[src/wsw_pkg.sv]
/*
 * Shared constants and types for the watchdog, sleep and wake-up block.
 * Assumes a single 50 MHz system clock; oscillator ticks arrive as
 * one-cycle enables synchronous to that clock.
 */
package wsw_pkg;

    // ------------------------------------------------------------------
    // Register map
    // ------------------------------------------------------------------
    localparam int          ADDR_W          = 14;
    localparam logic [13:0] OFF_STATUS      = 14'h0003;
    localparam logic [13:0] OFF_TIMER_OPT   = 14'h0081;
    localparam logic [13:0] OFF_WDT_CTL     = 14'h0105;
    localparam logic [13:0] OFF_CONFIG      = 14'h2007;

    localparam logic [7:0]  WDT_CTL_RESET   = 8'h08;
    localparam logic [7:0]  TIMER_OPT_RESET = 8'h00;
    localparam logic [7:0]  WDT_CTL_MASK    = 8'h1F;

    // ------------------------------------------------------------------
    // Field positions
    // ------------------------------------------------------------------
    localparam int CTL_SOFT_EN_BIT  = 0;
    localparam int CTL_PER_LSB      = 1;
    localparam int CFG_WDT_EN_BIT   = 3;
    localparam int CFG_FOSC_LSB     = 0;
    localparam int OPT_ASSIGN_BIT   = 3;
    localparam int OPT_PS_LSB       = 0;
    localparam int STAT_TO_BIT      = 4;
    localparam int STAT_PD_BIT      = 3;

    // ------------------------------------------------------------------
    // Period select and oscillator modes
    // ------------------------------------------------------------------
    localparam logic [3:0]  PER_MAX_CODE    = 4'hB;
    localparam logic [16:0] PRE_MIN_DIV     = 17'h0_0020;
    localparam logic [2:0]  FOSC_LP         = 3'h0;
    localparam logic [2:0]  FOSC_XT         = 3'h1;
    localparam logic [2:0]  FOSC_HS         = 3'h2;

    // ------------------------------------------------------------------
    // Timing
    // ------------------------------------------------------------------
    localparam int LF_OSC_HZ      = 31000;
    localparam int OST_TOSC       = 1024;
    localparam int NUM_WAKE_SRC   = 9;

    typedef enum logic [1:0]
    {
        ST_AWAKE = 2'b00,
        ST_SLEEP = 2'b01,
        ST_OST   = 2'b10
    } wsw_state_e;

    typedef struct packed
    {
        logic [13:0] addr;
        logic [7:0]  wdata;
        logic        wr;
        logic        rd;
    } wsw_bus_s;

endpackage

[src/wsw_watchdog_sleep.sv]
/*
 * Watchdog timer with 16-bit prescaler and optional postscaler, plus the
 * sleep entry and wake-up sequencer that controls it.
 * Assumes ticks from the low-frequency and system oscillators are one-cycle
 * enables on i_clk, and that the core pulses i_sleep and i_clear_watchdog_instr once per
 * executed instruction.
 */
// Functional notes
// Watchdog ticks from 31 kHz oscillator; stable flag low
// Control register resets to 0x08, 16 ms
// Start-up timer running holds watchdog in reset
// Prescaler divides 32 up to 65536
// Configuration enable forces watchdog on
// Otherwise soft enable bit runs watchdog
// Period codes double; 1100-1111 reserved
// Clear on disable, instruction, failure, wake
// Crystal wake keeps watchdog cleared during start-up
// Sleep clears watchdog, flags, stops driver, holds pins
// Watchdog reset never drives master clear low
// Wake on master clear, watchdog, interrupts
// Power-down flag set at power-up; time-out cleared
// Only listed interrupt sources can wake
// Sleep prefetches next instruction
// Enable wakes; global enable chooses vector
// Every wake-up clears the watchdog
// Pending interrupt makes sleep a no-operation
// Interrupt during sleep completes then wakes
// Software clears watchdog, checks power-down flag
// Crystal interrupt wake waits 1024 oscillator periods
// Expiry resets when awake, wakes when asleep
`timescale 1ns/1ps

module wsw_watchdog_sleep #(
    parameter logic [7:0] P_CONFIG_RESET = 8'h04,
    parameter int         P_OST_CYCLES   = wsw_pkg::OST_TOSC,
    parameter int         P_NUM_WAKE     = wsw_pkg::NUM_WAKE_SRC
) (
    input  wire logic                  i_clk,
    input  wire logic                  i_rst_b,
    input  wire logic                  i_ce,
    input  wire wsw_pkg::wsw_bus_s     i_bus,
    output logic [7:0]                 o_rdata,
    input  wire logic                  i_lf_tick,
    input  wire logic                  i_osc_tick,
    input  wire logic                  i_clear_watchdog_instr,
    input  wire logic                  i_sleep,
    input  wire logic                  i_osc_fail,
    input  wire logic                  i_master_clear_pin_n,
    input  wire logic                  i_gie,
    input  wire logic [P_NUM_WAKE-1:0] i_wake_irq_en,
    input  wire logic [P_NUM_WAKE-1:0] i_wake_irq_flag,
    output logic                       o_wdt_reset,
    output logic                       o_master_clear_pin_reset,
    output logic                       o_master_clear_pin_oe,
    output logic                       o_wake,
    output logic                       o_vector,
    output logic                       o_prefetch,
    output logic                       o_sleeping,
    output logic                       o_osc_drv_en,
    output logic                       o_io_hold,
    output logic                       o_to_n,
    output logic                       o_pd_n,
    output logic                       o_low_osc_stable_flag
);

    // ------------------------------------------------------------------
    // Elaboration checks
    // ------------------------------------------------------------------
    if (P_OST_CYCLES < 1 || P_OST_CYCLES > 1024)
        $error("P_OST_CYCLES must lie in 1..1024");
    if (P_NUM_WAKE < 1)
        $error("P_NUM_WAKE must be at least 1");

    // ------------------------------------------------------------------
    // State
    // ------------------------------------------------------------------
    wsw_pkg::wsw_state_e state_q, state_d;
    logic [7:0]  ctl_q, opt_q, cfg_q;
    logic [15:0] pre_q;
    logic [7:0]  post_q;
    logic [9:0]  ost_q;
    logic        to_n_q, pd_n_q, irq_wake_q;
    logic [7:0]  rdata_q;
    logic        wdt_rst_q, master_clear_pin_rst_q, wake_q, vec_q, pref_q;

    // ------------------------------------------------------------------
    // Decode
    // ------------------------------------------------------------------
    wire        is_awake   = (state_q == wsw_pkg::ST_AWAKE);
    wire        is_sleep   = (state_q == wsw_pkg::ST_SLEEP);
    wire        is_ost     = (state_q == wsw_pkg::ST_OST);
    wire        irq_pend   = |(i_wake_irq_en & i_wake_irq_flag);
    wire [2:0]  fosc       = cfg_q[wsw_pkg::CFG_FOSC_LSB +: 3];
    wire        crystal    = (fosc == wsw_pkg::FOSC_LP) || (fosc == wsw_pkg::FOSC_XT)
                             || (fosc == wsw_pkg::FOSC_HS);
    wire        wdt_en     = cfg_q[wsw_pkg::CFG_WDT_EN_BIT]
                             | ctl_q[wsw_pkg::CTL_SOFT_EN_BIT];
    wire        wdt_run    = wdt_en && !is_ost;
    wire [3:0]  per_code   = ctl_q[wsw_pkg::CTL_PER_LSB +: 4];
    // Reserved period codes behave as the longest ratio rather than wrapping short
    wire [3:0]  per_eff    = (per_code > wsw_pkg::PER_MAX_CODE) ?
                             wsw_pkg::PER_MAX_CODE : per_code;
    wire [16:0] pre_limit  = (wsw_pkg::PRE_MIN_DIV << per_eff) - 17'h0_0001;
    wire        pre_hit    = i_lf_tick && ({1'b0, pre_q} == pre_limit);
    wire        post_on    = opt_q[wsw_pkg::OPT_ASSIGN_BIT];
    wire [2:0]  post_sel   = opt_q[wsw_pkg::OPT_PS_LSB +: 3];
    wire [7:0]  post_limit = (8'h01 << post_sel) - 8'h01;
    wire        timeout    = wdt_run && pre_hit && (!post_on || post_q == post_limit);
    wire        sleep_go   = is_awake && i_sleep && !irq_pend;
    wire        master_clear_pin_wake  = is_sleep && !i_master_clear_pin_n;
    wire        wake_src   = is_sleep && i_master_clear_pin_n && (timeout || irq_pend);
    wire        ost_done   = is_ost && i_osc_tick && (ost_q == 10'(P_OST_CYCLES - 1));
    wire        resume     = (wake_src && !crystal) || ost_done;
    wire        wdt_clr    = !wdt_en || i_clear_watchdog_instr || i_osc_fail || sleep_go
                             || wake_src || master_clear_pin_wake || is_ost;

    // ------------------------------------------------------------------
    // Register port decode
    // ------------------------------------------------------------------
    wire        wr_ctl  = i_bus.wr && (i_bus.addr == wsw_pkg::OFF_WDT_CTL);
    wire        wr_opt  = i_bus.wr && (i_bus.addr == wsw_pkg::OFF_TIMER_OPT);
    wire        wr_cfg  = i_bus.wr && (i_bus.addr == wsw_pkg::OFF_CONFIG);
    wire [7:0]  stat_rd = {3'b000, to_n_q, pd_n_q, 3'b000};
    wire [7:0]  rd_mux  = (i_bus.addr == wsw_pkg::OFF_WDT_CTL)   ? ctl_q :
                          (i_bus.addr == wsw_pkg::OFF_TIMER_OPT) ? opt_q :
                          (i_bus.addr == wsw_pkg::OFF_CONFIG)    ? cfg_q :
                          (i_bus.addr == wsw_pkg::OFF_STATUS)    ? stat_rd : 8'h00;

    // ------------------------------------------------------------------
    // Sequencer
    // ------------------------------------------------------------------
    always_comb
    begin
        state_d = state_q;
        case (state_q)
            wsw_pkg::ST_AWAKE:
                if (sleep_go)
                    state_d = wsw_pkg::ST_SLEEP;
            wsw_pkg::ST_SLEEP:
                if (master_clear_pin_wake)
                    state_d = wsw_pkg::ST_AWAKE;
                else if (wake_src)
                    state_d = crystal ? wsw_pkg::ST_OST : wsw_pkg::ST_AWAKE;
            wsw_pkg::ST_OST:
                if (ost_done)
                    state_d = wsw_pkg::ST_AWAKE;
            default:
                state_d = wsw_pkg::ST_AWAKE;
        endcase
    end

    always_ff @(posedge i_clk or negedge i_rst_b)
    begin
        if (!i_rst_b)
        begin
            state_q    <= wsw_pkg::ST_AWAKE;
            ost_q      <= '0;
            irq_wake_q <= 1'b0;
        end
        else if (i_ce)
        begin
            state_q    <= state_d;
            ost_q      <= (is_ost && i_osc_tick) ? ost_q + 10'h001 : (is_ost ? ost_q : '0);
            if (wake_src)
                irq_wake_q <= !timeout;
        end
    end

    // ------------------------------------------------------------------
    // Prescaler and postscaler
    // ------------------------------------------------------------------
    always_ff @(posedge i_clk or negedge i_rst_b)
    begin
        if (!i_rst_b)
        begin
            pre_q  <= '0;
            post_q <= '0;
        end
        else if (i_ce)
        begin
            if (wdt_clr)
            begin
                pre_q  <= '0;
                post_q <= '0;
            end
            else if (wdt_run && i_lf_tick)
            begin
                pre_q <= pre_hit ? '0 : pre_q + 16'h0001;
                if (pre_hit)
                    post_q <= (!post_on || post_q == post_limit) ? '0 : post_q + 8'h01;
            end
        end
    end

    // ------------------------------------------------------------------
    // Status flags, active low
    // ------------------------------------------------------------------
    // The watchdog expiry wins over a clear instruction in the same cycle
    always_ff @(posedge i_clk or negedge i_rst_b)
    begin
        if (!i_rst_b)
        begin
            to_n_q <= 1'b1;
            pd_n_q <= 1'b1;
        end
        else if (i_ce)
        begin
            if (timeout && !is_ost)
                to_n_q <= 1'b0;
            else if (sleep_go || i_clear_watchdog_instr)
                to_n_q <= 1'b1;
            if (sleep_go)
                pd_n_q <= 1'b0;
            else if (i_clear_watchdog_instr)
                pd_n_q <= 1'b1;
        end
    end

    // ------------------------------------------------------------------
    // Registers
    // ------------------------------------------------------------------
    always_ff @(posedge i_clk or negedge i_rst_b)
    begin
        if (!i_rst_b)
        begin
            ctl_q   <= wsw_pkg::WDT_CTL_RESET;
            opt_q   <= wsw_pkg::TIMER_OPT_RESET;
            cfg_q   <= P_CONFIG_RESET;
            rdata_q <= 8'h00;
        end
        else if (i_ce)
        begin
            // Unimplemented bits 7:5 never store a one
            if (wr_ctl)
                ctl_q <= i_bus.wdata & wsw_pkg::WDT_CTL_MASK;
            if (wr_opt)
                opt_q <= i_bus.wdata;
            if (wr_cfg)
                cfg_q <= i_bus.wdata;
            rdata_q <= i_bus.rd ? rd_mux : 8'h00;
        end
    end

    // ------------------------------------------------------------------
    // Output events
    // ------------------------------------------------------------------
    always_ff @(posedge i_clk or negedge i_rst_b)
    begin
        if (!i_rst_b)
        begin
            wdt_rst_q  <= 1'b0;
            master_clear_pin_rst_q <= 1'b0;
            wake_q     <= 1'b0;
            vec_q      <= 1'b0;
            pref_q     <= 1'b0;
        end
        else if (i_ce)
        begin
            wdt_rst_q  <= is_awake && timeout;
            master_clear_pin_rst_q <= master_clear_pin_wake;
            wake_q     <= resume;
            vec_q      <= resume && i_gie
                          && (ost_done ? irq_wake_q : !timeout);
            pref_q     <= is_awake && i_sleep;
        end
    end

    assign o_rdata               = rdata_q;
    assign o_wdt_reset           = wdt_rst_q;
    assign o_master_clear_pin_reset          = master_clear_pin_rst_q;
    assign o_wake                = wake_q;
    assign o_vector              = vec_q;
    assign o_prefetch            = pref_q;
    assign o_to_n                = to_n_q;
    assign o_pd_n                = pd_n_q;

    // Sleep-only outputs all follow one flop loaded from the next state
    logic sleeping_q;
    always_ff @(posedge i_clk or negedge i_rst_b)
    begin
        if (!i_rst_b)
            sleeping_q <= 1'b0;
        else if (i_ce)
            sleeping_q <= (state_d == wsw_pkg::ST_SLEEP);
    end
    assign o_sleeping   = sleeping_q;
    assign o_io_hold    = sleeping_q;
    assign o_osc_drv_en = !sleeping_q;

    // Constant outputs held in flops so every output leaves a register
    logic zero_q;
    always_ff @(posedge i_clk or negedge i_rst_b)
    begin
        if (!i_rst_b)
            zero_q <= 1'b0;
        else
            zero_q <= 1'b0;
    end
    assign o_master_clear_pin_oe             = zero_q;
    assign o_low_osc_stable_flag = zero_q;
endmodule

[config.mk]
export PLATFORM = sky130hd
export DESIGN_NAME = wsw_watchdog_sleep
export DESIGN_NICKNAME = d
export VERILOG_FILES = /design/src/wsw_pkg.sv /design/src/wsw_watchdog_sleep.sv
export SDC_FILE = /design/constraint.sdc
export NUM_CORES = 1
export LEC_CHECK = 0
export BUFFER_PORTS_ARGS = -buffer_cell sky130_fd_sc_hd__buf_4
export CAP_MARGIN = 20
export CORE_MARGIN = 3
export CORE_UTILIZATION = 55
export DETAILED_ROUTE_END_ITERATION = 7
export GPL_ROUTABILITY_DRIVEN = 0
export GPL_TIMING_DRIVEN = 1
export PLACE_DENSITY = 0.8
export SLEW_MARGIN = 40
export SYNTH_ARGS = -nofsm -noshare
export SYNTH_HDL_FRONTEND = slang
export SYNTH_SLANG_ARGS = --single-unit
[constraint.sdc]
create_clock -name i_clk -period 9.7 [get_ports i_clk]
set_clock_uncertainty 0.15 [all_clocks]
set_input_delay 1.455 -clock i_clk [delete_from_list [all_inputs] [get_ports i_clk]]
set_output_delay 1.455 -clock i_clk [all_outputs]
set_load 0.005 [all_outputs]
==> summary.md, run 1 <==
| Metric | Value |
|---|---|
| CTS Sinks | 74 |
| Clock-pin slew on the worst setup and hold paths | 0.07 ns |
| Cell taking the most area after synthesis | dfrtp_1 |
| Routed vias | around 4k |
| DR pass1 iterations | 7 |
| Synth top area share | 0.401 |
| Mean area per synthesized cell | 9.54 µm² |
| CTS tree | done |
| Gr ovfl total | 0 |
| Buffers added on ports | 69 |
| DP HPWL | 7650 µm |
| Max-Cap Viols | 0 |
| CTS Buf Count | 9 |
| Reg-to-reg endpoint | post_q[7] |
| IO Count | 72 |
| CP endpoint kind | register |
| Setup_tns | 0 ns |
| Worst setup SP type | register |
| Number of placement rows | 31 |
| CTS Buffer Depth | 2 |
| Final Cycle Share | 0.410 |
| Worst Tran Pin Value | 0.805 ns |
| Most frequent cell after synthesis | dfrtp_1 |
| Post-layout util | 0.686 |
| Max Transition Viols Final | 0 |
| Area grow syn2layout | 17.5% |
| Mapped Cells | 458 |
| Die Y | 95.1 µm |
| CTS Root Cell | clkbuf_8 |
| Slew HR | 0.464 |
| Yosys synthesis warning count | 0 |
| #FFs+latches synth | 74 |
| Vias in the first global route | 3683 |
| Initial DRC Count | approximately 240 |
| Routed wire length per instance | ~17 µm |
| Post-synth EDFFs | 0 |
| Worst endpoint required time | approximately 10 ns |
| Critical path arrival | 4.04 ns |
| Area contributors post-synth | dfrtp_1, mux2_2, nor2_1 |
| Reg-to-reg startpoint | ctl_q[4] |
| Main synth FF type | dfrtp_1 |
| Final WS setup | 5.72 ns |
| Post-CTS Setup Repair Bufs | 0 |
| Fin area | 5130 µm² |
| Most instantiated cells after synthesis | dfrtp_1, nor2_1, nand2_1, mux2_2, o21ai_0 |
| Final nets | roughly 570 |
| Outcome | completed |
| Peak VDD IR | 0.0680 mV |
| Worst setup path endpoint | post_q[7] |
| Synth async-reset ratio | 1.00 |
| Largest net degree at the start of global routing | 75 |
| Hold Buf Count CTS | 0 |
| CTS H-tree lvls | 3 |
| Peak Freq | 0.251 GHz |
| First-pass GRT wire length | about 17000 µm |
| Die span in x | around 95 µm |
| Dpl ws | 5.55 ns |
| WL final | 10600 µm |
| Critical path class | reg2reg |
| Seq/Total Area, Yosys | 0.425 |
| Hold WC Path Type | reg2reg |
| Power Density | between 100 and 150 nW/µm² |
| Die area | 9050 µm² |
| Fraction of layout cells with a size suffix above 1 | 0.257 |
| Starting Density | 0.583 |
| Post_cts resized | 0 |
| Final hold vios | 0 |
| R2R depth | 10 |
| Minimum clock period | between 3 and 4 ns |
| RSZ-0062 raised after global routing | false |
| Leak pwr | between 2 and 2.5 nW |
| Final setup violation count | 0 |
| Yosys cell types | 69 |
| Post-DP Area | about 5000 µm² |
| DRT antenna net count | 0 |
| Diodes inserted | 0 |
| Gr usage total | 0.238 |
| Synth Cell Area | between 4000 and 5000 µm² |
| DRC violations left | 0 |
| Slack of the worst reg-to-reg path | 5.72 ns |
| Core footprint | 7490 µm² |
| Vias per cell | 6.29 |
| Setup crit start | ctl_q[4] |
| Initial antenna violation count | 0 |
| Hold WS | between 0.3 and 0.4 ns |
| Worst skew pair latency | between 0.3 and 0.4 ns |
| Critical path peak fanout | 24 |
[report_power, final]
part	switching, mW	leakage, nW	internal [mW]
logic	0.0333	1.08	0.0276
clock network	0.117	0.117	0.172
registers	0.00871	1.01	0.315
total	0.159	2.21	0.515
[layout by cell type (no fill, tap or decap), types with 5 or more instances in the layout]
cell type and n:
a22oi_1 9, mux2_2 26, a21oi_1 19, xor2_1 18, inv_1 19, o21ai_0 25, dfrtp_1 70, o2bb2ai_1 7
nand3_1 21, buf_4 68, nor2_1 41, nor3_1 18, o22ai_1 9, nand4_1 9, clkbuf_8 9, a31oi_1 5
xnor2_1 5, and3_1 8, nand2_1 31
[state kept, by name (all words and copies together), names as in the netlist]
register                  flops
cfg_q                         8
ctl_q                         5
irq_wake_q                    1
o_io_hold                     1
o_master_clear_pin_reset      1
o_pd_n                        1
o_prefetch                    1
o_rdata                       8
o_to_n                        1
o_vector                      1
o_wake                        1
o_wdt_reset                   1
opt_q                         8
ost_q                        10
post_q                        8
pre_q                        16
state_q                       2
[through the flow]
stage	power (mW)	instances
after global placement	0.389	604
after CTS	0.677	620
final	0.674	620
after detailed placement	0.391	604
after floorplan	0.358	459
after global routing	0.701	620
[logic make-up after synthesis]
kind of cell | synth area share
mux | 0.0693
other cells | 0.000859
compound gates | 0.196
xor+xnor | 0.0461
fa+ha+maj | 0.0115
flops | 0.425
simple gates | 0.202
buf+inv | 0.0493
[worst min path at each step]
stage          startpoint    endpoint  slack, ns  depth (start not counted)
5_1_grt        o_rdata[2]  o_rdata[2]       0.37                          1
6_report       o_rdata[2]  o_rdata[2]       0.36                          1
3_3_place_gp   o_rdata[6]  o_rdata[6]       0.33                          1
2_1_floorplan  irq_wake_q  irq_wake_q       0.31                          1
3_5_place_dp   o_rdata[0]  o_rdata[0]       0.33                          1
4_1_cts        o_rdata[2]  o_rdata[2]       0.35                          1
[worst max-delay path, cell delays in order, from the launching register on]
cell and delay (ns):
dfrtp_1 0.59, nor3_1 0.35, nand2_1 0.10, ha_1 0.31
or4bb_1 0.50, a21oi_1 0.23, o21ai_0 0.13, a211oi_1 0.31
a41o_1 0.76, a21boi_0 0.29, o22ai_1 0.10
[metal layers]
layer | share of wire | up-vias | wire length, µm | global-route usage
met5 | 0 | - | 0 | 0
met4 | 0.021 | 0 | 223 | 0.0841
met3 | 0.060 | 26 | 634 | 0.0442
met2 | 0.48 | 145 | 5080 | 0.387
met1 | 0.44 | 1903 | 4620 | 0.319
li1 | - | 1823 | - | -
[final cells by class]
type	count	area, µm²
clock inverter	6	115
timing repair buffer	69	522
sequential	74	1860
inverter	19	71.3
tap	99	124
clock buffer	10	128
multi-input combinational	343	2320
fill	575	2350
No activity file was read; power rests on OpenSTA's default activity.
==> run 2: changes to the inputs <==
==> constraint.sdc (replaced) <==
create_clock -name i_clk -period 3.8 [get_ports i_clk]
set_clock_uncertainty 0.15 [all_clocks]
set_input_delay 0.57 -clock i_clk [delete_from_list [all_inputs] [get_ports i_clk]]
set_output_delay 0.57 -clock i_clk [all_outputs]
set_load 0.005 [all_outputs]
==> summary.md, run 2 (synthesis gave the netlist of run 1 again) <==
| Metric | Value |
|---|---|
| Outcome | completed |
| Vias per cell | 6.14 (-2.3%) |
| Max Transition Viols Final | 0 (unchanged) |
| Fraction of layout cells with a size suffix above 1 | 0.258 (+0.000436) |
| R2R depth | 10 (unchanged) |
| Final hold vios | 0 (unchanged) |
| Slew HR | 0.484 (+0.0204) |
| Peak VDD IR | 0.189 mV (+180%) |
| Post-layout util | 0.677 (-0.00903) |
| Post-CTS Setup Repair Bufs | 0 (unchanged) |
| CTS Buffer Depth | 2 (unchanged) |
| DRC violations left | 0 (unchanged) |
| Post_cts resized | 0 (unchanged) |
| Leading cell type in the layout, fill and taps excluded | buf_4 |
| CTS Buf Count | 9 (unchanged) |
| Final setup violation count | 0 (unchanged) |
| Worst skew pair latency | 0.36 ns (about the same) |
| Routed wire length per instance | 16.6 µm (-2.5%) |
| Gr usage total | 0.239 (+0.000937) |
| Final nets | 576 (+0.70%) |
| Area grow syn2layout | 16.0% |
| Critical path peak fanout | 15 (-38%) |
| CTS Sinks | 74 (unchanged) |
| Final WS setup | 0.297 ns (-5.43 ns) |
| Clock-pin slew on the worst setup and hold paths | 0.08 ns (about the same) |
| Peak Freq | 0.285 GHz (+14%) |
| Worst setup SP type | register |
| Largest reg by FF count | pre_q |
| Dpl ws | 0.356 ns (-5.19 ns) |
| Reg-to-reg startpoint | ctl_q[2] |
| Reg-to-reg endpoint | pre_q[4] |
| RSZ-0062 raised after global routing | false |
| Critical path class | reg2reg |
| Buffers added on ports | 69 (unchanged) |
| Post-DP Area | 4910 µm² (+0.49%) |
| Slack of the worst reg-to-reg path | 0.30 ns (-5.43 ns) |
| Hold WC Path Type | in2async |
| DR pass1 iterations | 6 (-1) |
| Starting Density | 0.583 (unchanged) |
| Routed vias | 3825 (-1.8%) |
| Number of placement rows | 31 (unchanged) |
| Fin area | 5070 µm² (-1.3%) |
| Minimum clock period | 3.50 ns (-0.474 ns) |
| Worst endpoint required time | 3.88 ns (-5.89 ns) |
| Setup_tns | 0 ns (unchanged) |
| DP HPWL | 7540 µm (-1.4%) |
| Die span in x | 95.1 µm (unchanged) |
| Critical path arrival | 3.58 ns (-0.46 ns) |
| Worst Tran Pin Value | 0.772 ns (-0.0322 ns) |
| Max-Cap Viols | 0 (unchanged) |
| Vias in the first global route | 3660 (-0.62%) |
| Gr ovfl total | 0 (unchanged) |
| Leak pwr | 2.19 nW (-0.65%) |
| Core footprint | 7490 µm² (unchanged) |
| Most frequent cells in the layout | buf_4, dfrtp_1, nor2_1 |
| IO Count | 72 (unchanged) |
| Largest registers | pre_q (16), ost_q (10) |
| Max reg flops | 16 (unchanged) |
| Setup crit start | ctl_q[2] |
| Final Cycle Share | 0.922 (+0.512) |
| Worst setup path endpoint | pre_q[4] |
| Die area | 9050 µm² (unchanged) |
| Largest net degree at the start of global routing | 75 (unchanged) |
| Initial antenna violation count | 0 (unchanged) |
| CP endpoint kind | register |
| Overall power | 1.50 mW (+120%) |
| Diodes inserted | 0 (unchanged) |
| First-pass GRT wire length | 17100 µm (+0.49%) |
| CTS Root Cell | clkbuf_8 |
| CTS H-tree lvls | 3 (unchanged) |
| WL final | 10300 µm (-2.0%) |
| DRT antenna net count | 0 (unchanged) |
| CTS tree | done |
| Hold Buf Count CTS | 0 (unchanged) |
| Power Density | 296 nW/µm² (+130%) |
| Initial DRC Count | 223 (-5.9%) |
| Die Y | 95.1 µm (unchanged) |
[run 2: cell count changes in the layout (fill, tap and decap cells not counted), sizes merged]
cell and delta:
buf +4, bufinv -3, clkbuf +1, clkinv +3, clkinvlp -1, inv -1
[run 2: report_power, final]
group,total (mW),internal (mW),leakage [nW],switching (mW)
clock network,0.516,0.229,0.0827,0.286
registers,0.826,0.804,1.01,0.0219
logic,0.156,0.0715,1.10,0.0849
total,1.50,1.11,2.19,0.393
[run 2: final cells by class]
type	instances	area (µm²)
Fill cell	579	2420
Multi-Input combinational cell	343	2310
Sequential cell	74	1860
Timing Repair Buffer	73	552
Clock buffer	11	131
Tap cell	99	124
Inverter	19	71.3
Clock inverter	4	20.0
[run 2: how the worst min path moves through the flow]
stage                    start         end  slack (ns)  cells past startpoint
global placement    o_rdata[6]  o_rdata[6]        0.33                      1
floorplan              i_rst_b    cfg_q[0]        0.12                      0
CTS                    i_rst_b    pre_q[1]        0.11                      1
global route           i_rst_b    pre_q[1]        0.13                      1
finish                 i_rst_b    pre_q[1]        0.07                      1
detailed placement  o_rdata[6]  o_rdata[6]        0.33                      1
[run 2: stage by stage]
| step | hold WS (ns) | instances |
|---|---|---|
| after floorplan | 0.124 | 459 |
| after global placement | 0.325 | 608 |
| after CTS | 0.107 | 623 |
| after global routing | 0.126 | 623 |
| final | 0.0735 | 623 |
| after detailed placement | 0.326 | 608 |
[run 2: layer usage]
| layer | track usage | share of wire | vias up | routed length (µm) |
|---|---|---|---|---|
| met3 | 0.0403 | 0.068 | 15 | 699 |
| met4 | 0.0889 | 0.015 | 0 | 154 |
| met5 | 0 | 0 | - | 0 |
| li1 | - | - | 1820 | - |
| met1 | 0.319 | 0.44 | 1851 | 4560 |
| met2 | 0.390 | 0.48 | 139 | 4930 |
[run 2: worst max-delay path, cell delays in order (launching register included)]
cell and delay [ns]:
dfrtp_1 0.51, nor2_1 0.30, nand2_1 0.11, ha_1 0.32
or4bb_1 0.50, a21oi_1 0.27, o21ai_0 0.15, a211oi_1 0.27
a41o_1 0.41, buf_4 0.27, o21ai_0 0.11
==> run 3: changes to the inputs <==
--- a/config.mk
+++ b/config.mk
@@ -5,6 +5,7 @@
 export SDC_FILE = /design/constraint.sdc
 export NUM_CORES = 1
 export LEC_CHECK = 0
+export ABC_AREA = 1
 export BUFFER_PORTS_ARGS = -buffer_cell sky130_fd_sc_hd__buf_4
 export CAP_MARGIN = 20
 export CORE_MARGIN = 3
@@ -12,7 +13,7 @@
 export DETAILED_ROUTE_END_ITERATION = 7
 export GPL_ROUTABILITY_DRIVEN = 0
 export GPL_TIMING_DRIVEN = 1
-export PLACE_DENSITY = 0.8
+export PLACE_DENSITY = 0.79
 export SLEW_MARGIN = 40
 export SYNTH_ARGS = -nofsm -noshare
 export SYNTH_HDL_FRONTEND = slang
==> summary.md, run 3 <==
| Metric | Value |
|---|---|
| Largest reg by FF count | pre_q |
| WL final | 12200 µm (+18%) |
| Worst skew pair latency | 0.35 ns (about the same) |
| Peak VDD IR | 0.189 mV (about the same) |
| Fin area | 5640 µm² (+11%) |
| Power Density | 270 nW/µm² (-8.8%) |
| CTS H-tree lvls | 3 (unchanged) |
| Largest registers | pre_q (16), ost_q (10) |
| Fraction of layout cells with a size suffix above 1 | 0.150 (-0.108) |
| CTS tree | done |
| Initial antenna violation count | 0 (unchanged) |
| First-pass GRT wire length | 21700 µm (+27%) |
| Final hold vios | 0 (unchanged) |
| Hold Buf Count CTS | 0 (unchanged) |
| Number of placement rows | 33 (+6.5%) |
| Area grow syn2layout | 15.0% |
| Seq/Total Area, Yosys | 0.379 (-0.0463) |
| Final nets | 831 (+44%) |
| Leading cell type in the layout, fill and taps excluded | nand2_1 |
| Main synth FF type | dfrtp_1 |
| Critical path class | reg2reg |
| Mean area per synthesized cell | 6.89 µm² (-28%) |
| RSZ-0062 raised after global routing | false |
| Outcome | completed |
| Die Y | 100 µm (+5.6%) |
| Post-CTS Setup Repair Bufs | 0 (unchanged) |
| Hold WC Path Type | in2async |
| Post-synth EDFFs | 0 (unchanged) |
| Vias in the first global route | 4786 (+31%) |
| Synth top area share | 0.357 (-0.0437) |
| Yosys cell types | 46 (-33%) |
| Post-layout util | 0.669 (-0.00726) |
| CTS Buffer Depth | 2 (unchanged) |
| Starting Density | 0.582 (-0.00149) |
| Slew HR | 0.552 (+0.0684) |
| Max Transition Viols Final | 0 (unchanged) |
| Final Cycle Share | 0.767 (-0.155) |
| Worst Tran Pin Value | 0.671 ns (-0.101 ns) |
| Mapped Cells | 711 (+55%) |
| Core footprint | 8420 µm² (+13%) |
| Routed wire length per instance | 13.8 µm (-17%) |
| CTS Buf Count | 9 (unchanged) |
| Critical path arrival | 3.05 ns (-0.53 ns) |
| Routed vias | 4810 (+26%) |
| Peak Freq | 0.343 GHz (+20%) |
| CTS Sinks | 74 (unchanged) |
| Most frequent cell after synthesis | nand2_1 |
| Synth async-reset ratio | 1.00 (unchanged) |
| Vias per cell | 5.44 (-11%) |
| Area contributors post-synth | dfrtp_1, nand2_1, inv_1 |
| IO Count | 72 (unchanged) |
| Post-DP Area | 5470 µm² (+11%) |
| Leak pwr | 3.00 nW (+37%) |
| Die span in x | 100 µm (+5.6%) |
| Final WS setup | 0.885 ns (+0.588 ns) |
| Max-Cap Viols | 0 (unchanged) |
| Max reg flops | 16 (unchanged) |
| Setup_tns | 0 ns (unchanged) |
| CTS Root Cell | clkbuf_8 |
| Post_cts resized | 0 (unchanged) |
| Worst endpoint required time | 3.93 ns (+0.05 ns) |
| Cell taking the most area after synthesis | dfrtp_1 |
| Diodes inserted | 0 (unchanged) |
| DRC violations left | 0 (unchanged) |
| DP HPWL | 9240 µm (+22%) |
| Fillers | 710 (+23%) |
| DR pass1 iterations | 5 (-1) |
| Most instantiated cells after synthesis | nand2_1, inv_1, dfrtp_1, nor2_1, nand3_1 |
| Initial DRC Count | 298 (+34%) |
| Worst setup SP type | register |
| Gr ovfl total | 0 (unchanged) |
| Synth Cell Area | 4900 µm² (+12%) |
| Yosys synthesis warning count | 0 (unchanged) |
| Dpl ws | 0.941 ns (+0.585 ns) |
| Buffers added on ports | 69 (unchanged) |
| DRT antenna net count | 0 (unchanged) |
| Final setup violation count | 0 (unchanged) |
| Gr usage total | 0.261 (+0.0223) |
| #FFs+latches synth | 74 (unchanged) |
| Largest net degree at the start of global routing | 75 (unchanged) |
| Most frequent cells in the layout | nand2_1, inv_1, buf_4 |
| Overall power | 1.52 mW (+1.5%) |
| Critical path peak fanout | 24 (+9) |
| CP endpoint kind | register |
| Die area | 10100 µm² (+11%) |
| Clock-pin slew on the worst setup and hold paths | 0.09 ns (about the same) |
| Minimum clock period | 2.92 ns (-0.588 ns) |
==> run 3: changes by cell type in the layout (fill, tap and decap cells not counted), moves of 9 or more <==
| cell | before | now |
|---|---|---|
| nand4_1 | 9 | 37 |
| o21ai_0 | 25 | 36 |
| nand2_1 | 31 | 209 |
| mux2_2 | 26 | 0 |
| inv_1 | 19 | 111 |
| a22oi_1 | 9 | 0 |
| nor2_1 | 41 | 62 |
| nand3_1 | 21 | 47 |
==> run 3: final cells by class <==
class	instances	area [µm²]	share of cell area
well taps	105	131	0.0233
multi-input cells	500	2490	0.442
flip-flops and latches	74	1860	0.329
clock inverters	6	43.8	0.00777
clock buffers	10	128	0.0226
repair buffers	72	544	0.0965
inverters	118	445	0.0790
==> run 3: cell families (layout without fill, tap and decap cells) <==
| logic type | after synthesis | count (layout) | synth area share |
|---|---|---|---|
| other | 1 | 2 | 0.000765 |
| AND/OR/NAND/NOR | 407 | 407 | 0.379 |
| buffers and inverters | 138 | 206 | 0.114 |
| flip-flops | 74 | 74 | 0.379 |
| XOR/XNOR | 20 | 20 | 0.0357 |
| adder cells (fa/ha/maj) | 4 | 4 | 0.0102 |
| AO/OA/AOI/OAI | 67 | 67 | 0.0817 |
==> run 3: power by group <==
| part | internal [mW] | switching (mW) | leakage, nW |
|---|---|---|---|
| clock | 0.240 | 0.321 | 0.0866 |
| sequential | 0.802 | 0.0147 | 1.01 |
| combinational | 0.0606 | 0.0826 | 1.90 |
==> run 3: layer usage <==
layer	vias to the layer above	part of all wire	GRT usage
li1	2407	-	-
met1	2247	0.44	0.338
met2	130	0.49	0.432
met3	26	0.056	0.0563
met4	0	0.020	0.0943
met5	-	0	0
==> run 3: per-stage QoR <==
step                      cells  hold WS, ns
after CTS                   885        0.100
final                       885       0.0623
after global routing        885        0.103
after global placement      869        0.314
after floorplan             712        0.124
after detailed placement    869        0.321
==> run 3: path summary, 6_finish.rpt <==
kind | from | endpoint | slack (ns) | cells past startpoint
max | ctl_q[4] | post_q[4] | 0.88 | 16
min | i_rst_b | ost_q[0] | 0.06 | 1
max reg2reg | ctl_q[4] | post_q[4] | 0.88 | 16
min reg2reg | o_rdata[4] | o_rdata[4] | 0.34 | 2
max in group asynchronous | i_rst_b | post_q[7] | 2.95 | 1
min in group i_clk | i_bus[0] | o_rdata[6] | 0.32 | 3
==> run 3: critical path, cell delays in order (launching register included) <==
cell and delay [ns]:
dfrtp_1 0.53, nor2_2 0.24, nand3_1 0.10, ha_1 0.30, nor2_1 0.15, nor2_1 0.07
nand2_1 0.06, nor2_1 0.04, nand3_1 0.06, nor2_1 0.04, nand2_1 0.05, nor2_1 0.05
nand3_2 0.12, nand2_4 0.09, a21oi_4 0.52, nand4_1 0.18, nand2_1 0.09
